## src/verilog/tcs_pkg.sv

```systemverilog
// Purpose: Shared constants and carriers of the timer common block
// Assumes: Register index times four gives the AXI byte address
// Notes: Eight-bit registers sit in the low byte of their word
package tcs_pkg;
	localparam int ADDR_W = 12;
	localparam int IDX_W = 10;
	// Register word indices
	localparam logic [IDX_W-1:0] IDX_MODE = 10'h170;
	localparam logic [IDX_W-1:0] IDX_CTRL1 = 10'h171;
	localparam logic [IDX_W-1:0] IDX_IOCTL = 10'h172;
	localparam logic [IDX_W-1:0] IDX_FLAGS = 10'h173;
	localparam logic [IDX_W-1:0] IDX_GATE = 10'h174;
	localparam logic [IDX_W-1:0] IDX_FILT = 10'h175;
	localparam logic [IDX_W-1:0] IDX_GEN_A = 10'h176;
	localparam logic [IDX_W-1:0] IDX_COUNT = 10'h17a;
	localparam logic [IDX_W-1:0] IDX_PIN_ROUTE = 10'h183;
	// Reset values
	localparam logic [7:0] RST_ROUTE = 8'h00;
	localparam logic [7:0] RST_GATE = 8'h0f;
	localparam logic [15:0] RST_GEN = 16'hffff;
	// Field positions
	localparam int ROUTE_C_LSB = 0;
	localparam int ROUTE_D_LSB = 4;
	localparam logic [7:0] ROUTE_MASK = 8'h77;
	localparam int MODE_RUN = 0;
	localparam int MODE_BUF_C = 1;
	localparam int MODE_BUF_D = 2;
	localparam int MODE_PWM = 3;
	localparam int MODE_PWM2 = 4;
	localparam int CTRL1_CLR_A = 3;
	localparam int IOCTL_FALL_LSB = 4;
	localparam int FLAG_OVF = 7;
	localparam int GATE_ARM = 7;
	localparam int FILT_TRIG_EN = 4;
	localparam int FILT_SAMP_LSB = 5;
	localparam int FILT_SAMPLES = 3;
	// Count source codes
	localparam logic [2:0] CKS_EXT = 3'h5;
	localparam logic [2:0] CKS_OSC40 = 3'h6;
	localparam logic [2:0] CKS_FAST = 3'h7;
	// Filter sampling clock codes and AXI response codes
	localparam logic [1:0] FSMP_CLK = 2'h0;
	localparam logic [1:0] FSMP_DIV8 = 2'h1;
	localparam logic [1:0] FSMP_DIV32 = 2'h2;
	localparam logic [1:0] RESP_OKAY = 2'h0;
	localparam logic [1:0] RESP_SLVERR = 2'h2;

	typedef struct packed {
		logic chan_a_pin;
		logic chan_b_pin;
		logic [3:0] chan_c_pin;
		logic [3:0] chan_d_pin;
		logic pwm2_trigger_pin;
		logic ext_count_clock_pin;
		logic emergency_stop_pin;
		logic osc_40mhz_clock;
		logic fast_osc_clock;
	} tcs_pins_in_type;

	typedef struct packed {
		logic chan_a_out;
		logic chan_a_oe;
		logic chan_b_out;
		logic chan_b_oe;
		logic [3:0] chan_c_out;
		logic [3:0] chan_c_oe;
		logic [3:0] chan_d_out;
		logic [3:0] chan_d_oe;
	} tcs_pins_out_type;
endpackage

```

## src/verilog/tcs_top.sv

```systemverilog
// Purpose: Timer count source, buffering, input filter and output cutoff
// Assumes: AXI4-Lite slave; all pin inputs are asynchronous to clk
// Notes: Pin outputs are registered; oscillator inputs are edge-sampled
// How it works
// - Channel C route: 000 none, 001-100 pins
// - Channel D route: 000 none, 001-100 pins
// - Route bits 3 and 7 read zero
// - Clock select picks prescaler, pin, oscillators
// - Mode bits make C buffer A, D buffer B
// - Capture pushes old A/B into buffer
// - Compare match reloads A/B from buffer
// - PWM2 reloads B at A match or trigger
// - Buffer C/D still flags compare matches
// - Buffer C/D flags on their pin edges
// - Filter needs three equal samples per level
// - Output drives only while disable bit clear
// - Armed low emergency pin sets all disables
// - Pins release within few clocks of emergency
// - Arm bit is gate register bit seven
`timescale 1ns/1ps
`default_nettype none
module tcs_top (
	input wire logic clk,
	input wire logic arst_n,
	input wire logic [tcs_pkg::ADDR_W-1:0] s_axi_awaddr,
	input wire logic s_axi_awvalid,
	output logic s_axi_awready,
	input wire logic [31:0] s_axi_wdata,
	input wire logic [3:0] s_axi_wstrb,
	input wire logic s_axi_wvalid,
	output logic s_axi_wready,
	output logic [1:0] s_axi_bresp,
	output logic s_axi_bvalid,
	input wire logic s_axi_bready,
	input wire logic [tcs_pkg::ADDR_W-1:0] s_axi_araddr,
	input wire logic s_axi_arvalid,
	output logic s_axi_arready,
	output logic [31:0] s_axi_rdata,
	output logic [1:0] s_axi_rresp,
	output logic s_axi_rvalid,
	input wire logic s_axi_rready,
	input wire tcs_pkg::tcs_pins_in_type pins_in,
	output tcs_pkg::tcs_pins_out_type pins_out
);
	localparam int NPIN = $bits(tcs_pkg::tcs_pins_in_type);

	// One-hot port select; forbidden codes leave the channel unconnected
	function automatic logic [3:0] route_mask(input logic [2:0] sel);
		logic [3:0] m;
		m = 4'h0;
		for (int k = 0; k < 4; k++) begin
			if (sel == 3'(k + 1)) begin
				m[k] = 1'b1;
			end
		end
		return m;
	endfunction

	function automatic logic [15:0] merge16(input logic [15:0] old, input logic [31:0] d,
		input logic [3:0] st);
		return {st[1] ? d[15:8] : old[15:8], st[0] ? d[7:0] : old[7:0]};
	endfunction

	logic [7:0] chan_cd_pin_route;
	logic [7:0] timer_mode_reg;
	logic [7:0] timer_control_one;
	logic [7:0] io_control;
	logic [7:0] timer_flag_reg;
	logic [7:0] output_gate_reg;
	logic [7:0] filter_control;
	logic [15:0] gen [4];
	logic [15:0] counter_value;

	logic aw_held;
	logic w_held;
	logic [tcs_pkg::IDX_W-1:0] aw_idx;
	logic [31:0] w_data;
	logic [3:0] w_strb;
	logic wr_en;
	logic [tcs_pkg::IDX_W-1:0] wr_idx;
	logic wr_map;
	logic [31:0] next_rdata;
	logic rd_map;
	logic [tcs_pkg::IDX_W-1:0] rd_idx;

	// Write performs once both halves are held and no response is pending
	assign wr_en = aw_held && w_held && !s_axi_bvalid;
	assign wr_idx = aw_idx;
	assign rd_idx = s_axi_araddr[tcs_pkg::ADDR_W-1:2];

	always_ff @(posedge clk or negedge arst_n) begin
		if (!arst_n) begin
			aw_held <= 1'b0;
			w_held <= 1'b0;
			aw_idx <= '0;
			w_data <= 32'h0;
			w_strb <= 4'h0;
			s_axi_awready <= 1'b1;
			s_axi_wready <= 1'b1;
			s_axi_bvalid <= 1'b0;
			s_axi_bresp <= tcs_pkg::RESP_OKAY;
		end else begin
			if (s_axi_awvalid && s_axi_awready) begin
				aw_held <= 1'b1;
				aw_idx <= s_axi_awaddr[tcs_pkg::ADDR_W-1:2];
				s_axi_awready <= 1'b0;
			end
			if (s_axi_wvalid && s_axi_wready) begin
				w_held <= 1'b1;
				w_data <= s_axi_wdata;
				w_strb <= s_axi_wstrb;
				s_axi_wready <= 1'b0;
			end
			if (wr_en) begin
				aw_held <= 1'b0;
				w_held <= 1'b0;
				s_axi_bvalid <= 1'b1;
				s_axi_bresp <= wr_map ? tcs_pkg::RESP_OKAY : tcs_pkg::RESP_SLVERR;
			end
			if (s_axi_bvalid && s_axi_bready) begin
				s_axi_bvalid <= 1'b0;
				s_axi_awready <= 1'b1;
				s_axi_wready <= 1'b1;
			end
		end
	end

	always_comb begin
		wr_map = (wr_idx == tcs_pkg::IDX_PIN_ROUTE) || (wr_idx >= tcs_pkg::IDX_MODE
			&& wr_idx <= tcs_pkg::IDX_COUNT);
	end

	always_comb begin
		next_rdata = 32'h0;
		rd_map = 1'b1;
		unique case (rd_idx)
			tcs_pkg::IDX_PIN_ROUTE: next_rdata[7:0] = chan_cd_pin_route;
			tcs_pkg::IDX_MODE: next_rdata[7:0] = timer_mode_reg;
			tcs_pkg::IDX_CTRL1: next_rdata[7:0] = timer_control_one;
			tcs_pkg::IDX_IOCTL: next_rdata[7:0] = io_control;
			tcs_pkg::IDX_FLAGS: next_rdata[7:0] = timer_flag_reg;
			tcs_pkg::IDX_GATE: next_rdata[7:0] = output_gate_reg;
			tcs_pkg::IDX_FILT: next_rdata[7:0] = filter_control;
			tcs_pkg::IDX_COUNT: next_rdata[15:0] = counter_value;
			default: begin
				if (rd_idx >= tcs_pkg::IDX_GEN_A && rd_idx < tcs_pkg::IDX_COUNT) begin
					next_rdata[15:0] = gen[2'(rd_idx - tcs_pkg::IDX_GEN_A)];
				end else begin
					rd_map = 1'b0;
				end
			end
		endcase
	end

	always_ff @(posedge clk or negedge arst_n) begin
		if (!arst_n) begin
			s_axi_arready <= 1'b1;
			s_axi_rvalid <= 1'b0;
			s_axi_rdata <= 32'h0;
			s_axi_rresp <= tcs_pkg::RESP_OKAY;
		end else if (s_axi_arvalid && s_axi_arready) begin
			s_axi_arready <= 1'b0;
			s_axi_rvalid <= 1'b1;
			s_axi_rdata <= next_rdata;
			s_axi_rresp <= rd_map ? tcs_pkg::RESP_OKAY : tcs_pkg::RESP_SLVERR;
		end else if (s_axi_rvalid && s_axi_rready) begin
			s_axi_rvalid <= 1'b0;
			s_axi_arready <= 1'b1;
		end
	end

	// Plain control registers; reserved route bits never store
	always_ff @(posedge clk or negedge arst_n) begin
		if (!arst_n) begin
			chan_cd_pin_route <= tcs_pkg::RST_ROUTE;
			timer_mode_reg <= 8'h00;
			timer_control_one <= 8'h00;
			io_control <= 8'h00;
			filter_control <= 8'h00;
		end else if (wr_en && w_strb[0]) begin
			unique case (wr_idx)
				tcs_pkg::IDX_PIN_ROUTE: chan_cd_pin_route <= w_data[7:0] & tcs_pkg::ROUTE_MASK;
				tcs_pkg::IDX_MODE: timer_mode_reg <= w_data[7:0];
				tcs_pkg::IDX_CTRL1: timer_control_one <= w_data[7:0];
				tcs_pkg::IDX_IOCTL: io_control <= w_data[7:0];
				tcs_pkg::IDX_FILT: filter_control <= w_data[7:0];
				default: ;
			endcase
		end
	end

	// Pin synchronisers; stage one feeds only stage two
	logic [NPIN-1:0] sync1;
	logic [NPIN-1:0] sync2;
	tcs_pkg::tcs_pins_in_type pin_s;
	logic [2:0] src_d;

	always_ff @(posedge clk or negedge arst_n) begin
		if (!arst_n) begin
			sync1 <= '1;
			sync2 <= '1;
		end else begin
			sync1 <= pins_in;
			sync2 <= sync1;
		end
	end
	assign pin_s = sync2;

	always_ff @(posedge clk or negedge arst_n) begin
		if (!arst_n) begin
			src_d <= 3'h7;
		end else begin
			src_d <= {pin_s.ext_count_clock_pin, pin_s.osc_40mhz_clock, pin_s.fast_osc_clock};
		end
	end

	// Count source select
	logic [4:0] prescale;
	logic tick;
	logic [2:0] cks;
	logic run;

	always_ff @(posedge clk or negedge arst_n) begin
		if (!arst_n) begin
			prescale <= 5'h00;
		end else begin
			prescale <= prescale + 5'h01;
		end
	end

	assign cks = timer_control_one[2:0];
	assign run = timer_mode_reg[tcs_pkg::MODE_RUN];

	always_comb begin
		unique case (cks)
			3'h0: tick = 1'b1;
			3'h1: tick = &prescale[0:0];
			3'h2: tick = &prescale[1:0];
			3'h3: tick = &prescale[2:0];
			3'h4: tick = &prescale[4:0];
			tcs_pkg::CKS_EXT: tick = pin_s.ext_count_clock_pin && !src_d[2];
			tcs_pkg::CKS_OSC40: tick = pin_s.osc_40mhz_clock && !src_d[1];
			tcs_pkg::CKS_FAST: tick = pin_s.fast_osc_clock && !src_d[0];
		endcase
	end

	// Channel routing and digital filter
	logic [3:0] mask_c;
	logic [3:0] mask_d;
	logic [4:0] raw_in;
	logic [4:0] filt_en;
	logic [4:0] level;
	logic [4:0] level_d;
	logic samp;

	assign mask_c = route_mask(chan_cd_pin_route[tcs_pkg::ROUTE_C_LSB +: 3]);
	assign mask_d = route_mask(chan_cd_pin_route[tcs_pkg::ROUTE_D_LSB +: 3]);
	assign raw_in = {pin_s.pwm2_trigger_pin, |(pin_s.chan_d_pin & mask_d),
		|(pin_s.chan_c_pin & mask_c), pin_s.chan_b_pin, pin_s.chan_a_pin};
	assign filt_en = {filter_control[tcs_pkg::FILT_TRIG_EN], filter_control[3:0]};

	always_comb begin
		unique case (filter_control[tcs_pkg::FILT_SAMP_LSB +: 2])
			tcs_pkg::FSMP_CLK: samp = 1'b1;
			tcs_pkg::FSMP_DIV8: samp = &prescale[2:0];
			tcs_pkg::FSMP_DIV32: samp = &prescale[4:0];
			default: samp = tick;
		endcase
	end

	for (genvar i = 0; i < 5; i++) begin : g_filt
		logic [tcs_pkg::FILT_SAMPLES-1:0] hist;
		logic held;
		always_ff @(posedge clk or negedge arst_n) begin
			if (!arst_n) begin
				hist <= '0;
				held <= 1'b0;
			end else if (samp) begin
				hist <= {hist[tcs_pkg::FILT_SAMPLES-2:0], raw_in[i]};
				if (&hist) begin
					held <= 1'b1;
				end else if (~|hist) begin
					held <= 1'b0;
				end
			end
		end
		assign level[i] = filt_en[i] ? held : raw_in[i];
	end

	always_ff @(posedge clk or negedge arst_n) begin
		if (!arst_n) begin
			level_d <= 5'h00;
		end else begin
			level_d <= level;
		end
	end

	// Mode decode, match and capture events
	logic buf_c;
	logic buf_d;
	logic pwm;
	logic pwm2;
	logic [3:0] is_cap;
	logic [3:0] is_out;
	logic [3:0] match;
	logic [3:0] cap_edge;
	logic trig_edge;
	logic clr_a;

	assign buf_c = timer_mode_reg[tcs_pkg::MODE_BUF_C];
	assign buf_d = timer_mode_reg[tcs_pkg::MODE_BUF_D];
	assign pwm = timer_mode_reg[tcs_pkg::MODE_PWM];
	assign pwm2 = timer_mode_reg[tcs_pkg::MODE_PWM2];
	assign is_cap = (pwm || pwm2) ? 4'h0 : io_control[3:0];
	assign is_out = pwm2 ? 4'h2 : (pwm ? 4'he : ~io_control[3:0]);
	assign trig_edge = pwm2 && (level[4] && !level_d[4]);
	assign clr_a = timer_control_one[tcs_pkg::CTRL1_CLR_A] || pwm || pwm2;

	for (genvar i = 0; i < 4; i++) begin : g_evt
		logic fall;
		assign fall = io_control[tcs_pkg::IOCTL_FALL_LSB + i];
		assign match[i] = run && tick && !is_cap[i] && (counter_value == gen[i]);
		assign cap_edge[i] = run && is_cap[i] && (fall ? (!level[i] && level_d[i])
			: (level[i] && !level_d[i]));
	end

	// Counter
	always_ff @(posedge clk or negedge arst_n) begin
		if (!arst_n) begin
			counter_value <= 16'h0000;
		end else if (run && tick) begin
			counter_value <= (clr_a && match[0]) ? 16'h0000 : counter_value + 16'h0001;
		end else if (wr_en && wr_idx == tcs_pkg::IDX_COUNT) begin
			counter_value <= merge16(counter_value, w_data, w_strb);
		end
	end

	// General registers and buffer transfers
	for (genvar i = 0; i < 4; i++) begin : g_gen
		logic buf_mine;
		logic [15:0] pair;
		assign buf_mine = (i == 0) ? buf_c : ((i == 1) ? buf_d : 1'b0);
		assign pair = gen[(i + 2) % 4];
		always_ff @(posedge clk or negedge arst_n) begin
			if (!arst_n) begin
				gen[i] <= tcs_pkg::RST_GEN;
			end else if (i == 1 && pwm2 && buf_d && (match[0] || trig_edge)) begin
				gen[i] <= pair;
			end else if (i < 2 && cap_edge[i]) begin
				gen[i] <= counter_value;
			end else if (i < 2 && buf_mine && match[i] && !pwm2) begin
				gen[i] <= pair;
			end else if (i == 2 && buf_c && cap_edge[0]) begin
				gen[i] <= pair;
			end else if (i == 3 && buf_d && cap_edge[1]) begin
				gen[i] <= pair;
			end else if (i >= 2 && cap_edge[i] && !(i == 2 ? buf_c : buf_d)) begin
				gen[i] <= counter_value;
			end else if (wr_en && wr_idx == tcs_pkg::IDX_GEN_A + 10'(i)) begin
				gen[i] <= merge16(gen[i], w_data, w_strb);
			end
		end
	end

	// Flags: write zero clears, a same-cycle event wins
	logic [7:0] flag_set;
	logic [7:0] flag_keep;
	assign flag_set = {run && tick && (&counter_value), 3'h0, match | cap_edge};
	assign flag_keep = (wr_en && w_strb[0] && wr_idx == tcs_pkg::IDX_FLAGS) ? w_data[7:0] : 8'hff;

	always_ff @(posedge clk or negedge arst_n) begin
		if (!arst_n) begin
			timer_flag_reg <= 8'h00;
		end else begin
			timer_flag_reg <= (timer_flag_reg & flag_keep) | flag_set;
		end
	end

	// Output gate with emergency cutoff
	logic cut;
	logic [7:0] next_gate;
	assign cut = output_gate_reg[tcs_pkg::GATE_ARM] && !pin_s.emergency_stop_pin;

	always_comb begin
		next_gate = output_gate_reg;
		if (wr_en && w_strb[0] && wr_idx == tcs_pkg::IDX_GATE) begin
			next_gate = w_data[7:0] & 8'h8f;
		end
		if (cut) begin
			next_gate[3:0] = 4'hf;
		end
	end

	always_ff @(posedge clk or negedge arst_n) begin
		if (!arst_n) begin
			output_gate_reg <= tcs_pkg::RST_GATE;
		end else begin
			output_gate_reg <= next_gate;
		end
	end

	// Waveforms; compare toggles, PWM sets at A match and clears at own match
	logic [3:0] wave;
	always_ff @(posedge clk or negedge arst_n) begin
		if (!arst_n) begin
			wave <= 4'h0;
		end else begin
			for (int i = 0; i < 4; i++) begin
				if (pwm2) begin
					if (i == 1 && match[0]) begin
						wave[i] <= 1'b0;
					end else if (i == 1 && match[1]) begin
						wave[i] <= 1'b1;
					end
				end else if (pwm) begin
					if (i > 0 && match[i]) begin
						wave[i] <= 1'b0;
					end else if (i > 0 && match[0]) begin
						wave[i] <= 1'b1;
					end
				end else if (match[i]) begin
					wave[i] <= !wave[i];
				end
			end
		end
	end

	// Enables take the next gate so a cutoff acts on the same edge
	logic [3:0] drive;
	assign drive = is_out & ~next_gate[3:0];

	always_ff @(posedge clk or negedge arst_n) begin
		if (!arst_n) begin
			pins_out <= '0;
		end else begin
			pins_out.chan_a_out <= wave[0];
			pins_out.chan_a_oe <= drive[0];
			pins_out.chan_b_out <= wave[1];
			pins_out.chan_b_oe <= drive[1];
			pins_out.chan_c_out <= {4{wave[2]}} & mask_c;
			pins_out.chan_c_oe <= {4{drive[2]}} & mask_c;
			pins_out.chan_d_out <= {4{wave[3]}} & mask_d;
			pins_out.chan_d_oe <= {4{drive[3]}} & mask_d;
		end
	end
endmodule
`default_nettype wire

```

## config.mk

```make
export PLATFORM = sky130hd
export DESIGN_NAME = tcs_top
export DESIGN_NICKNAME = d
export VERILOG_FILES = /design/src/verilog/tcs_pkg.sv /design/src/verilog/tcs_top.sv
export SDC_FILE = /design/constraint.sdc
export NUM_CORES = 1
export LEC_CHECK = 0
export ABC_CLOCK_PERIOD_IN_PS = 3500
export BUFFER_PORTS_ARGS = -buffer_cell sky130_fd_sc_hd__buf_2
export CELL_PAD_IN_SITES_DETAIL_PLACEMENT = 1
export CELL_PAD_IN_SITES_GLOBAL_PLACEMENT = 1
export CORE_MARGIN = 2
export CORE_UTILIZATION = 48
export CTS_BUF_LIST = sky130_fd_sc_hd__clkbuf_16
export DETAILED_ROUTE_END_ITERATION = 10
export PLACE_DENSITY_LB_ADDON = 0.1
export SKIP_LAST_GASP = 1
export SLEW_MARGIN = 20
export SYNTH_ARGS = -nofsm -noshare
export SYNTH_HDL_FRONTEND = slang
export SYNTH_SLANG_ARGS = --single-unit
```

## constraint.sdc

```tcl
create_clock -name clk -period 3.5 [get_ports clk]
set_clock_uncertainty 0.05 [all_clocks]
set_input_delay 0.35 -clock clk [delete_from_list [all_inputs] [get_ports clk]]
set_output_delay 0.35 -clock clk [all_outputs]
set_load 0.01 [all_outputs]
```

Yosys cells after proc, flatten, opt, wreduce, memory -nomap -nowiden
Index checks and enable logic that the tools add are counted.
Widths: inputs -> output; s select.
- add/sub/neg operators: 3
- $lt $le $gt $ge: 5
- eq/ne operators: 46
- muxes and demuxes: 90
- bitwise gates (word level): 15
- reductions and logical operators: 161
- operators by type and width (kind ; number):
    $mux 16 ; 19
    $eq 10x9->1 const B ; 20
    $eq 16x16->1 ; 4
    $pmux 8 s8 ; 1
    $logic_and 1x1->1 ; 60
    $mux 1 ; 56
    $reduce_and 2->1 ; 22
    $bmux 16 s2 ; 1
    $reduce_bool 3->1 ; 10
    $and 4x4->4 ; 7
    $reduce_bool 2->1 ; 14
    $reduce_and 3->1 ; 9
    $logic_not 1->1 ; 25
    $mux 8 ; 3
    $ge 10x9->1 const B ; 2
    $mux 4 ; 5
    $eq 3x2->1 const B ; 6
    $eq 3x3->1 const B ; 6
    $add 16x1->16 const B ; 1
    $pmux 8 s2 ; 1
    $reduce_and 16->1 ; 1
    $reduce_or 3->1 ; 5
    $reduce_bool 4->1 ; 3
    $le 10x9->1 const B ; 1
    other kinds (24) ; 38
- register bits: 273
- bits of input ports: 82
- word-level logic and storage cells: 378

Depth between registers and ports, before layout
Gate-level depths: netlist (run 1).
- depth after elaboration: 12
- gate-level depth with buffers: 11
- depth with buffers taken out: 9

Worst setup path after synthesis (run 1)
No wires, ideal clock.
- path kind: reg-to-reg
- from: register prescale[0]
- to: register gen, in the netlist g_gen[3].pair[0]
- data arrival time: 2.646 ns
- required time: 3.368 ns
- setup slack: 0.722 ns
- stages on the path, launching flop included: 11
- buffers on the path: 2
- clock period less this slack: 2.778 ns
- cell sequence: dfrtp_1 ha_1 ha_1 mux2_2 o211a_1 a22oi_2 buf_6 o31ai_1 a31oi_2 buf_2 mux2_2
- cells in the longest elaborated chain, start to end: 10
- elaborated cells on any way between the ends: 19
- those cells by class: 4 x mux; 15 x reduce/logical
- ends and longest elaborated chain (what ; RTL line ; text):
    start: declaration ; tcs_top.sv:218 ; logic [4:0] prescale;
    start signal: assignment ; tcs_top.sv:227 ; prescale <= prescale + 5'h01;
    $reduce_and 5->1 (tied with other cells) ; tcs_top.sv:240 ; 3'h4: tick = &prescale[4:0];
    $pmux 1 s8 (*) ; tcs_top.sv:235 ; unique case (cks)
    $logic_and 1x1->1 (*) ; tcs_top.sv:322 ; assign match[i] = run && tick && !is_cap[i] && (counter_value == gen[i]);
    $logic_and 1x1->1 (2 in a row) ; tcs_top.sv:322 ;
    $logic_and 1x1->1 (2 in a row) ; tcs_top.sv:351 ; end else if (i < 2 && buf_mine && match[i] && !pwm2) begin
    $mux 16 ; tcs_top.sv:351 ;
    $mux 16 ; tcs_top.sv:349 ; end else if (i < 2 && cap_edge[i]) begin
    $mux 16 ; tcs_top.sv:347 ; end else if (i == 1 && pwm2 && buf_d && (match[0] || trig_edge)) begin
    end signal: indexed assignment ; tcs_top.sv:348 ; gen[i] <= pair;
    end signal: indexed assignment ; tcs_top.sv:350 ; gen[i] <= counter_value;
    end signal: indexed assignment ; tcs_top.sv:352 ; gen[i] <= pair;
    end: declaration ; tcs_top.sv:71 ; logic [15:0] gen [4];
Every way passes the cells marked *; elsewhere a longest branch is shown, timed or not.
A chain may end at the register's enable or synchronous reset.

Worst setup path in the final report (run 1)
- from: register prescale[0]
- to: register gen, in the netlist g_gen[2].pair[0]
- cells in the longest elaborated chain, start to end: 9
- elaborated cells on any way between the ends: 14
- those cells by class: 3 x mux; 11 x reduce/logical
- ends and longest elaborated chain (what ; RTL line ; text):
    $reduce_and 5->1 (tied with other cells) ; tcs_top.sv:240 ;
    $pmux 1 s8 (*) ; tcs_top.sv:235 ;
    $logic_and 1x1->1 (*) (3 in a row) ; tcs_top.sv:322 ;
    $logic_and 1x1->1 (*) (2 in a row) ; tcs_top.sv:351 ;
    $reduce_bool 3->1 (no line) / $mux 16 (equally long branches) ; -- ;
    $reduce_and 2->1 (no line) / $mux 16 (equally long branches) ; -- ;
    end signal: indexed assignment ; tcs_top.sv:350 ;
    end signal: indexed assignment ; tcs_top.sv:352 ;
    end signal: indexed assignment ; tcs_top.sv:354 ; gen[i] <= pair;
Marked as above.

==> results of run 1 <==
-- cells by family after synthesis --
family	count (synthesis)
adders and majority gates	4
xor gates and xnor gates	67
and+or+nand+nor	292
buffers and inverters	139
DFF	271
AOI/OAI and AO/OA	244
muxes	216
other	1
-- cells in the final DEF (no fill, tap or decap), types with 15 or more instances in the layout --
master / count
a21oi_1: 21
a221o_1: 21
a221oi_1: 29
a22oi_1: 16
and2_1: 15
buf_2: 101
buf_4: 47
clkbuf_16: 35
conb_1: 18
dfrtp_1: 167
dfstp_2: 104
dlygate4sd3_1: 20
inv_1: 45
mux2_2: 136
mux2i_1: 64
mux4_2: 16
nand2_1: 47
nand3_1: 20
nor2_1: 78
nor3_1: 20
o21ai_0: 57
o31ai_1: 17
xnor2_1: 24
xor2_1: 43
-- metal layers --
layer / track usage [%] / part of all wire (%) / routed length [um] / up-vias
met5: 0 / 0.020 / 9 / -
met4: 10.2 / 3.5 / 1600 / 2
met3: 6.47 / 8.2 / 3730 / 109
met2: 44.7 / 44 / 19800 / 458
met1: 43.5 / 44 / 20100 / 5664
li1: - / - / - / 4746
-- area by class of cell --
cell class | instances | area [um^2] | share of cell area [%]
Clock buffer | 35 | 876 | 5.35
Clock inverter | 27 | 215 | 1.31
Inverter | 39 | 146 | 0.894
Multi-Input combinational cell | 841 | 6610 | 40.4
Sequential cell | 271 | 6910 | 42.2
Tap cell | 384 | 480 | 2.93
Timing Repair Buffer | 172 | 1130 | 6.92
-- worst reg2reg max path, cell delays in order (launching register included) --
cell and delay [ps]:
dfrtp_1 400, ha_1 250, ha_1 210, mux2_2 290, o211a_1 230, a22oi_2 480
nor4_4 140, nor3_1 820, a221oi_1 240
-- through the flow --
stage | util (%) | std cells | area [um^2] | hold WS [ps] | setup slack, ps
CTS | 56.7 | 1769 | 16400 | 6.98 | 144
global route | 56.7 | 1769 | 16400 | 12.6 | 65.0
floorplan | - | 1251 | 14200 | 4.41 | 722
detailed placement | 52.3 | 1687 | 15100 | 297 | 168
global placement | 52.3 | 1687 | 15100 | 295 | 273
finish | 56.7 | 1769 | 16400 | 14.8 | 269
-- power by group through the flow --
stage | sequential (mW) | combinational [mW] | clock (mW)
2_1_floorplan | 3.82 | 0.780 | 0
3_3_place_gp | 4.12 | 1.04 | 0
3_5_place_dp | 4.15 | 1.08 | 0
4_1_cts | 4.11 | 1.12 | 3.50
5_1_grt | 4.17 | 1.23 | 3.63
6_report | 4.13 | 1.11 | 3.45
-- final timing paths --
| check | startpoint | end | slack, ps | cells after the start |
|---|---|---|---|---|
| worst max-delay path | prescale[0]$_DFF_PN0_ | g_gen[2].pair[0]$_DFFE_PN1P_ | 270 | 8 |
| min in group asynchronous | arst_n | s_axi_rdata[12]$_DFFE_PN0P_ | 360 | 2 |
| worst min register to register | sync1[9]$_DFF_PN1_ | pin_s[9]$_DFF_PN1_ | 300 | 0 |
| worst min-delay path | s_axi_wdata[1] | w_data[1]$_DFFE_PN0P_ | 10 | 2 |
| worst max register to register | prescale[0]$_DFF_PN0_ | g_gen[2].pair[0]$_DFFE_PN1P_ | 270 | 8 |
| max in group asynchronous | arst_n | pin_s[0]$_DFF_PN1_ | 2070 | 3 |
==> impl_metrics.py, run 1 <==
metrics = {
    "outcome": {
        "status": "finished clean",
    },
    "cells_and_area": {
        "diodes": 0,
        "largest_register_ffs": 64,
        "fillerInstances": 3056,
        "area_delta_synth_final_pct": 16.0,
        "final_nets": 1445,
        "drive_gt1_share_pct": 34.7,
    },
    "power_and_ir_drop": {
        "combPwrFrac_pct": 12.8,
        "p_leak_nw": 7.48,
        "p_int_mw": 6.09,
        "irDropWorstVdd_mv": 0.394,
        "netSwitchingPower_mw": 2.60,
        "seqPwrFrac_pct": 47.6,
        "switching_share_pct": 29.9,
        "finalPower_mw": 8.69,
        "clkPwrFrac_pct": 39.7,
        "cellPowerDensity_nw_per_um2": 530,
    },
    "logic_synthesis": {
        "synth_xor_area_share_pct": 4.16,
        "synth_cell_types": 79,
        "synth_area_um2": 14100,
        "synth-edff-count": 0,
        "muxShareOfSynthArea_pct": 17.9,
        "synth_area_leaders": "dfrtp_1 30%, dfstp_2 19%, mux2_2 11%",
        "ys_seq_area_share_pct": 49.0,
        "synth_top_area_share_pct": 29.6,
        "synth_top_area_cell": "dfrtp_1",
        "synth_commonest_cells": "167 x dfrtp_1, 136 x mux2_2, 104 x dfstp_2",
        "async_flop_share_pct": 100,
        "syn_area_per_cell_um2": 11.4,
        "synthAdderAreaFrac_pct": 0.355,
        "synth_top_family_by_area": "multiplexers",
        "ys.flop_type": "dfrtp_1",
        "synth_compound_area_share_pct": 12.8,
        "yosys.area_share.simple_pct": 11.1,
        "ys_ff_latch": 271,
        "yosysMostFrequentCell": "dfrtp_1",
        "yosys_warnings": 0,
        "synth_cells": 1234,
    },
    "die": {
        "start_util_pct": 48.9,
        "dieArea_um2": 30800,
        "rows": 62,
        "dieHeight_um": 175,
        "die_w_um": 175,
        "core-area_um2": 28900,
        "ios": 143,
    },
    "setup_path": {
        "worstPathMaxFanout": 8,
        "crit_buf_inv": 0,
        "required_ps": 3850,
        "end_kind": "flip-flop",
        "cp.arrival_ps": 3580,
        "crit_path_start_kind": "flip-flop",
        "cpMaxStageDelayCell": "nor3_1",
        "critPathMaxStageDelay_ps": 820,
        "path_cells": "ha_1 -> ha_1 -> mux2_2 -> o211a_1 -> a22oi_2 -> nor4_4 -> nor3_1 -> a221oi_1",
        "path_class": "flip-flop to flip-flop",
        "crit_family": "simple AND/OR/NAND/NOR gates",
        "crit_path_frequent_cell": "ha_1",
    },
    "routing": {
        "drc_errors": 0,
        "via_per_inst": 6.21,
        "wl_per_cell_um": 25.6,
        "antenna_left": 0,
        "wirelength_um": 45300,
        "drt_pre_antenna_iters": 5,
        "vias": 11000,
        "first_iter_violations": 952,
    },
    "global_routing": {
        "grt-ovfl-total": 0,
        "grt_usage_pct": 30.0,
        "grt_pass1_vias": 11500,
        "grt_max_degree": 76,
        "grt_antenna_before_repair": 1,
        "grt_pass1_wl_um": 70000,
    },
    "sta": {
        "max-slew-margin-rel_pct": 34.1,
        "setup_viol": 0,
        "finalSetupTns_ps": 0,
        "min_period_over_period_pct": 92.3,
        "slew_viol_final": 0,
        "post-route-min-period_ps": 3230,
        "tightest_slew_ps": 981,
        "max_freq_mhz": 310,
        "timing.final.hold_violations": 0,
        "rsz0062_at_grt": "false",
    },
    "placed_design": {
        "port_buffers": 102,
        "dp_hpwl_um": 31500,
        "place.gp.congestion": 0.875,
    },
    "cts": {
        "hold_buffers": 20,
        "cts_tree": "yes",
        "clockRootBuffer": "clkbuf_16",
        "clkSinkCount": 271,
        "clock_latency_ps": 520,
        "cts_inserted_buffers": 34,
        "cts_resized": 0,
        "cts_buffer_depth": 3,
        "cts-htree-levels": 2,
        "cts.clk_slew.worst_paths_ps": 60,
        "post_cts_buffers": 0,
    },
    "run": {
        "maxCapViolCount": 0,
    },
    "hold_path": {
        "hp-class": "input pin to flip-flop",
    },
}
Note: power is estimated with default switching activity, not from simulation.
==> run 2, diff against run 1 <==
Settings changed: ABC_AREA set to 1, CORE_UTILIZATION 48 to 44.
==> impl_metrics.py, run 2 <==
metrics = {
    "outcome": {
        "status": "finished clean",
    },
    "die": {
        "core-area_um2": 34500,
        "ios": 143,
        "rows": 68,
        "dieHeight_um": 191,
        "die_w_um": 191,
        "start_util_pct": 44.6,
        "dieArea_um2": 36500,
    },
    "global_routing": {
        "grt_antenna_before_repair": 1,
        "grt_max_degree": 75,
        "grt_pass1_vias": 15100,
        "grt-ovfl-total": 0,
        "grt_pass1_wl_um": 91200,
        "grt_usage_pct": 33.0,
    },
    "sta": {
        "timing.final.hold_violations": 0,
        "max-slew-margin-rel_pct": 31.8,
        "setup_viol": 0,
        "min_period_over_period_pct": 88.8,
        "max_freq_mhz": 322,
        "post-route-min-period_ps": 3110,
        "tightest_slew_ps": 1020,
        "slew_viol_final": 0,
        "worst_slack_ps": 392,
        "rsz0062_at_grt": "false",
        "finalSetupTns_ps": 0,
    },
    "cts": {
        "cts.clk_slew.worst_paths_ps": 60,
        "post_cts_buffers": 0,
        "cts_inserted_buffers": 31,
        "cts_tree": "yes",
        "cts_buffer_depth": 3,
        "hold_buffers": 50,
        "clock_latency_ps": 620,
        "clkSinkCount": 271,
        "cts_resized": 0,
        "cts-htree-levels": 1,
        "clockRootBuffer": "clkbuf_16",
    },
    "power_and_ir_drop": {
        "switching_share_pct": 41.0,
        "combPwrFrac_pct": 32.4,
        "cellPowerDensity_nw_per_um2": 615,
        "irDropWorstVdd_mv": 0.538,
        "p_int_mw": 6.45,
        "p_leak_nw": 8.74,
        "clkPwrFrac_pct": 29.7,
        "netSwitchingPower_mw": 4.48,
        "finalPower_mw": 10.9,
        "seqPwrFrac_pct": 37.9,
    },
    "routing": {
        "wl_per_cell_um": 22.5,
        "top_layer_used": "met4",
        "vias": 15100,
        "drc_errors": 0,
        "via_per_inst": 5.66,
        "first_iter_violations": 1237,
        "wl_met3_um": 5380,
        "drt_pre_antenna_iters": 5,
        "drt-met1-wl_um": 27400,
        "wirelength_um": 59900,
        "antenna_left": 0,
        "wl_met2_um": 25800,
    },
    "logic_synthesis": {
        "yosys_warnings": 0,
        "ys_ff_latch": 271,
        "synth_area_leaders": "dfrtp_1 27%, dfstp_2 18%, nand2_1 15%",
        "synth_cells": 2041,
        "syn_area_per_cell_um2": 7.53,
        "synth_commonest_cells": "628 x nand2_1, 198 x inv_1, 179 x nand3_1",
        "synth_top_area_cell": "dfrtp_1",
        "synth_top_area_share_pct": 27.2,
        "yosysMostFrequentCell": "nand2_1",
        "synth_cell_types": 56,
        "ys.flop_type": "dfrtp_1",
        "ys_seq_area_share_pct": 44.9,
        "synth_area_um2": 15400,
        "synth-edff-count": 0,
        "async_flop_share_pct": 100,
    },
    "placed_design": {
        "place.gp.congestion": 0.953,
        "dp_hpwl_um": 43000,
        "dpl_cell_area_um2": 16300,
        "port_buffers": 102,
        "dp.cells": 2560,
        "dp_slack_ps": 468,
    },
    "run": {
        "maxCapViolCount": 0,
    },
    "setup_path": {
        "path_cells": "inv_2 -> nand2_1 -> nand2_1 -> nor2_1 -> nand2_1 -> nor2_4 -> nand2_4 -> o21bai_4 -> nand2_4 -> nand3_2 -> nand2_1 -> nand2_1",
        "critPathMaxStageDelay_ps": 700,
        "cpMaxStageDelayCell": "o21bai_4",
        "crit_family": "simple AND/OR/NAND/NOR gates",
        "worstReg2RegStart": "counter_value[2]$_DFFE_PN0P_",
        "path_class": "flip-flop to flip-flop",
        "crit_path_start_kind": "flip-flop",
        "crit_path_frequent_cell": "nand2_1",
        "rr_worst_depth": 12,
        "end_kind": "flip-flop",
        "crit_buf_inv": 1,
        "required_ps": 3980,
        "worstPathMaxFanout": 33,
        "cp.depth": 12,
        "cp.arrival_ps": 3590,
        "cp-startpoint": "counter_value[2]$_DFFE_PN0P_",
    },
    "cells_and_area": {
        "final_cell_mix": "628 x nand2_1, 205 x inv_1, 179 x nand3_1",
        "instances_no_fill": 2668,
        "diodes": 0,
        "final_area_um2": 17800,
        "final_nets": 2274,
        "largest_register_ffs": 64,
        "drive_gt1_share_pct": 17.1,
        "mostFrequentLayoutCell": "nand2_1",
        "area_delta_synth_final_pct": 15.7,
    },
    "hold_path": {
        "holdPathStages": 5,
        "hp-start": "s_axi_arvalid",
        "hp-class": "input pin to flip-flop",
    },
}
## run 2: cell count changes in the layout (fill, tap and decap cells not counted), moves of 45 or more
cell	delta
nor2_1	+61
mux2i_1	-63
nand4_1	+70
mux2_2	-136
nand2_1	+581
nand3_1	+159
o21ai_0	+88
inv_1	+160
a21oi_1	+45
## run 2: worst paths after layout
kind / endpoint / slack (ps)
setup reg to reg: g_gen[3].pair[2]$_DFFE_PN1P_ / 390
min in group asynchronous: pins_out[1]$_DFF_PN0_ / 260
setup / recovery: g_gen[3].pair[2]$_DFFE_PN1P_ / 390
max in group asynchronous: g_gen[1].pair[2]$_DFFE_PN1P_ / 2140
hold / removal: s_axi_arready$_DFFE_PN1P_ / 140
hold reg to reg: pin_s[12]$_DFF_PN1_ / 300
## run 2: final cells by class
class	instances	area, um^2
clock buffer	31	776
clock inverter	27	216
fill	4323	16700
inverter	229	865
multi-input combinational	1456	7050
sequential	271	6910
tap	455	569
timing repair buffer	199	1400
## run 2: stage by stage
step / hold slack (ps) / utilization, %
finish: 136 / 51.6
global route: 163 / 51.6
CTS: 133 / 51.6
detailed placement: 298 / 47.3
global placement: 295 / 47.3
floorplan: 4.41 / -
## run 2: routing by layer
layer	track usage, %	vias to the layer above
met5	0	-
li1	-	6927
met4	8.56	0
met3	7.23	83
met2	49.6	555
met1	48.0	7536
## run 2: cells by family (layout without fill, tap and decap cells)
kind of cell / after synthesis / in the layout / synth area share, %
AND/OR/NAND/NOR: 1101 / 1101 / 31.8
buffers and inverters: 331 / 486 / 9.63
AO/OA/AOI/OAI: 300 / 300 / 11.4
flip-flops: 271 / 271 / 44.9
XOR/XNOR: 32 / 32 / 1.82
adder cells (fa/ha/maj): 4 / 4 / 0.325
other: 1 / 18 / 0.0244
multiplexers: 1 / 1 / 0.0651
## run 2: tightest hold or removal path: cells and delay by family
| family | cells | cell delay, ps |
|---|---|---|
| buffers and inverters | 3 | 310 |
| AOI/OAI and AO/OA | 1 | 90 |
| and+or+nand+nor | 1 | 60 |
## run 2: power by group through the flow
stage                     registers (mW)  clock network (mW)  logic [mW]
after floorplan                     3.86                   0        2.22
after global placement              4.13                   0        3.32
after detailed placement            4.14                   0        3.39
after CTS                           4.10                3.28        3.46
final                               4.14                3.25        3.54
after global routing                4.17                3.40        3.82
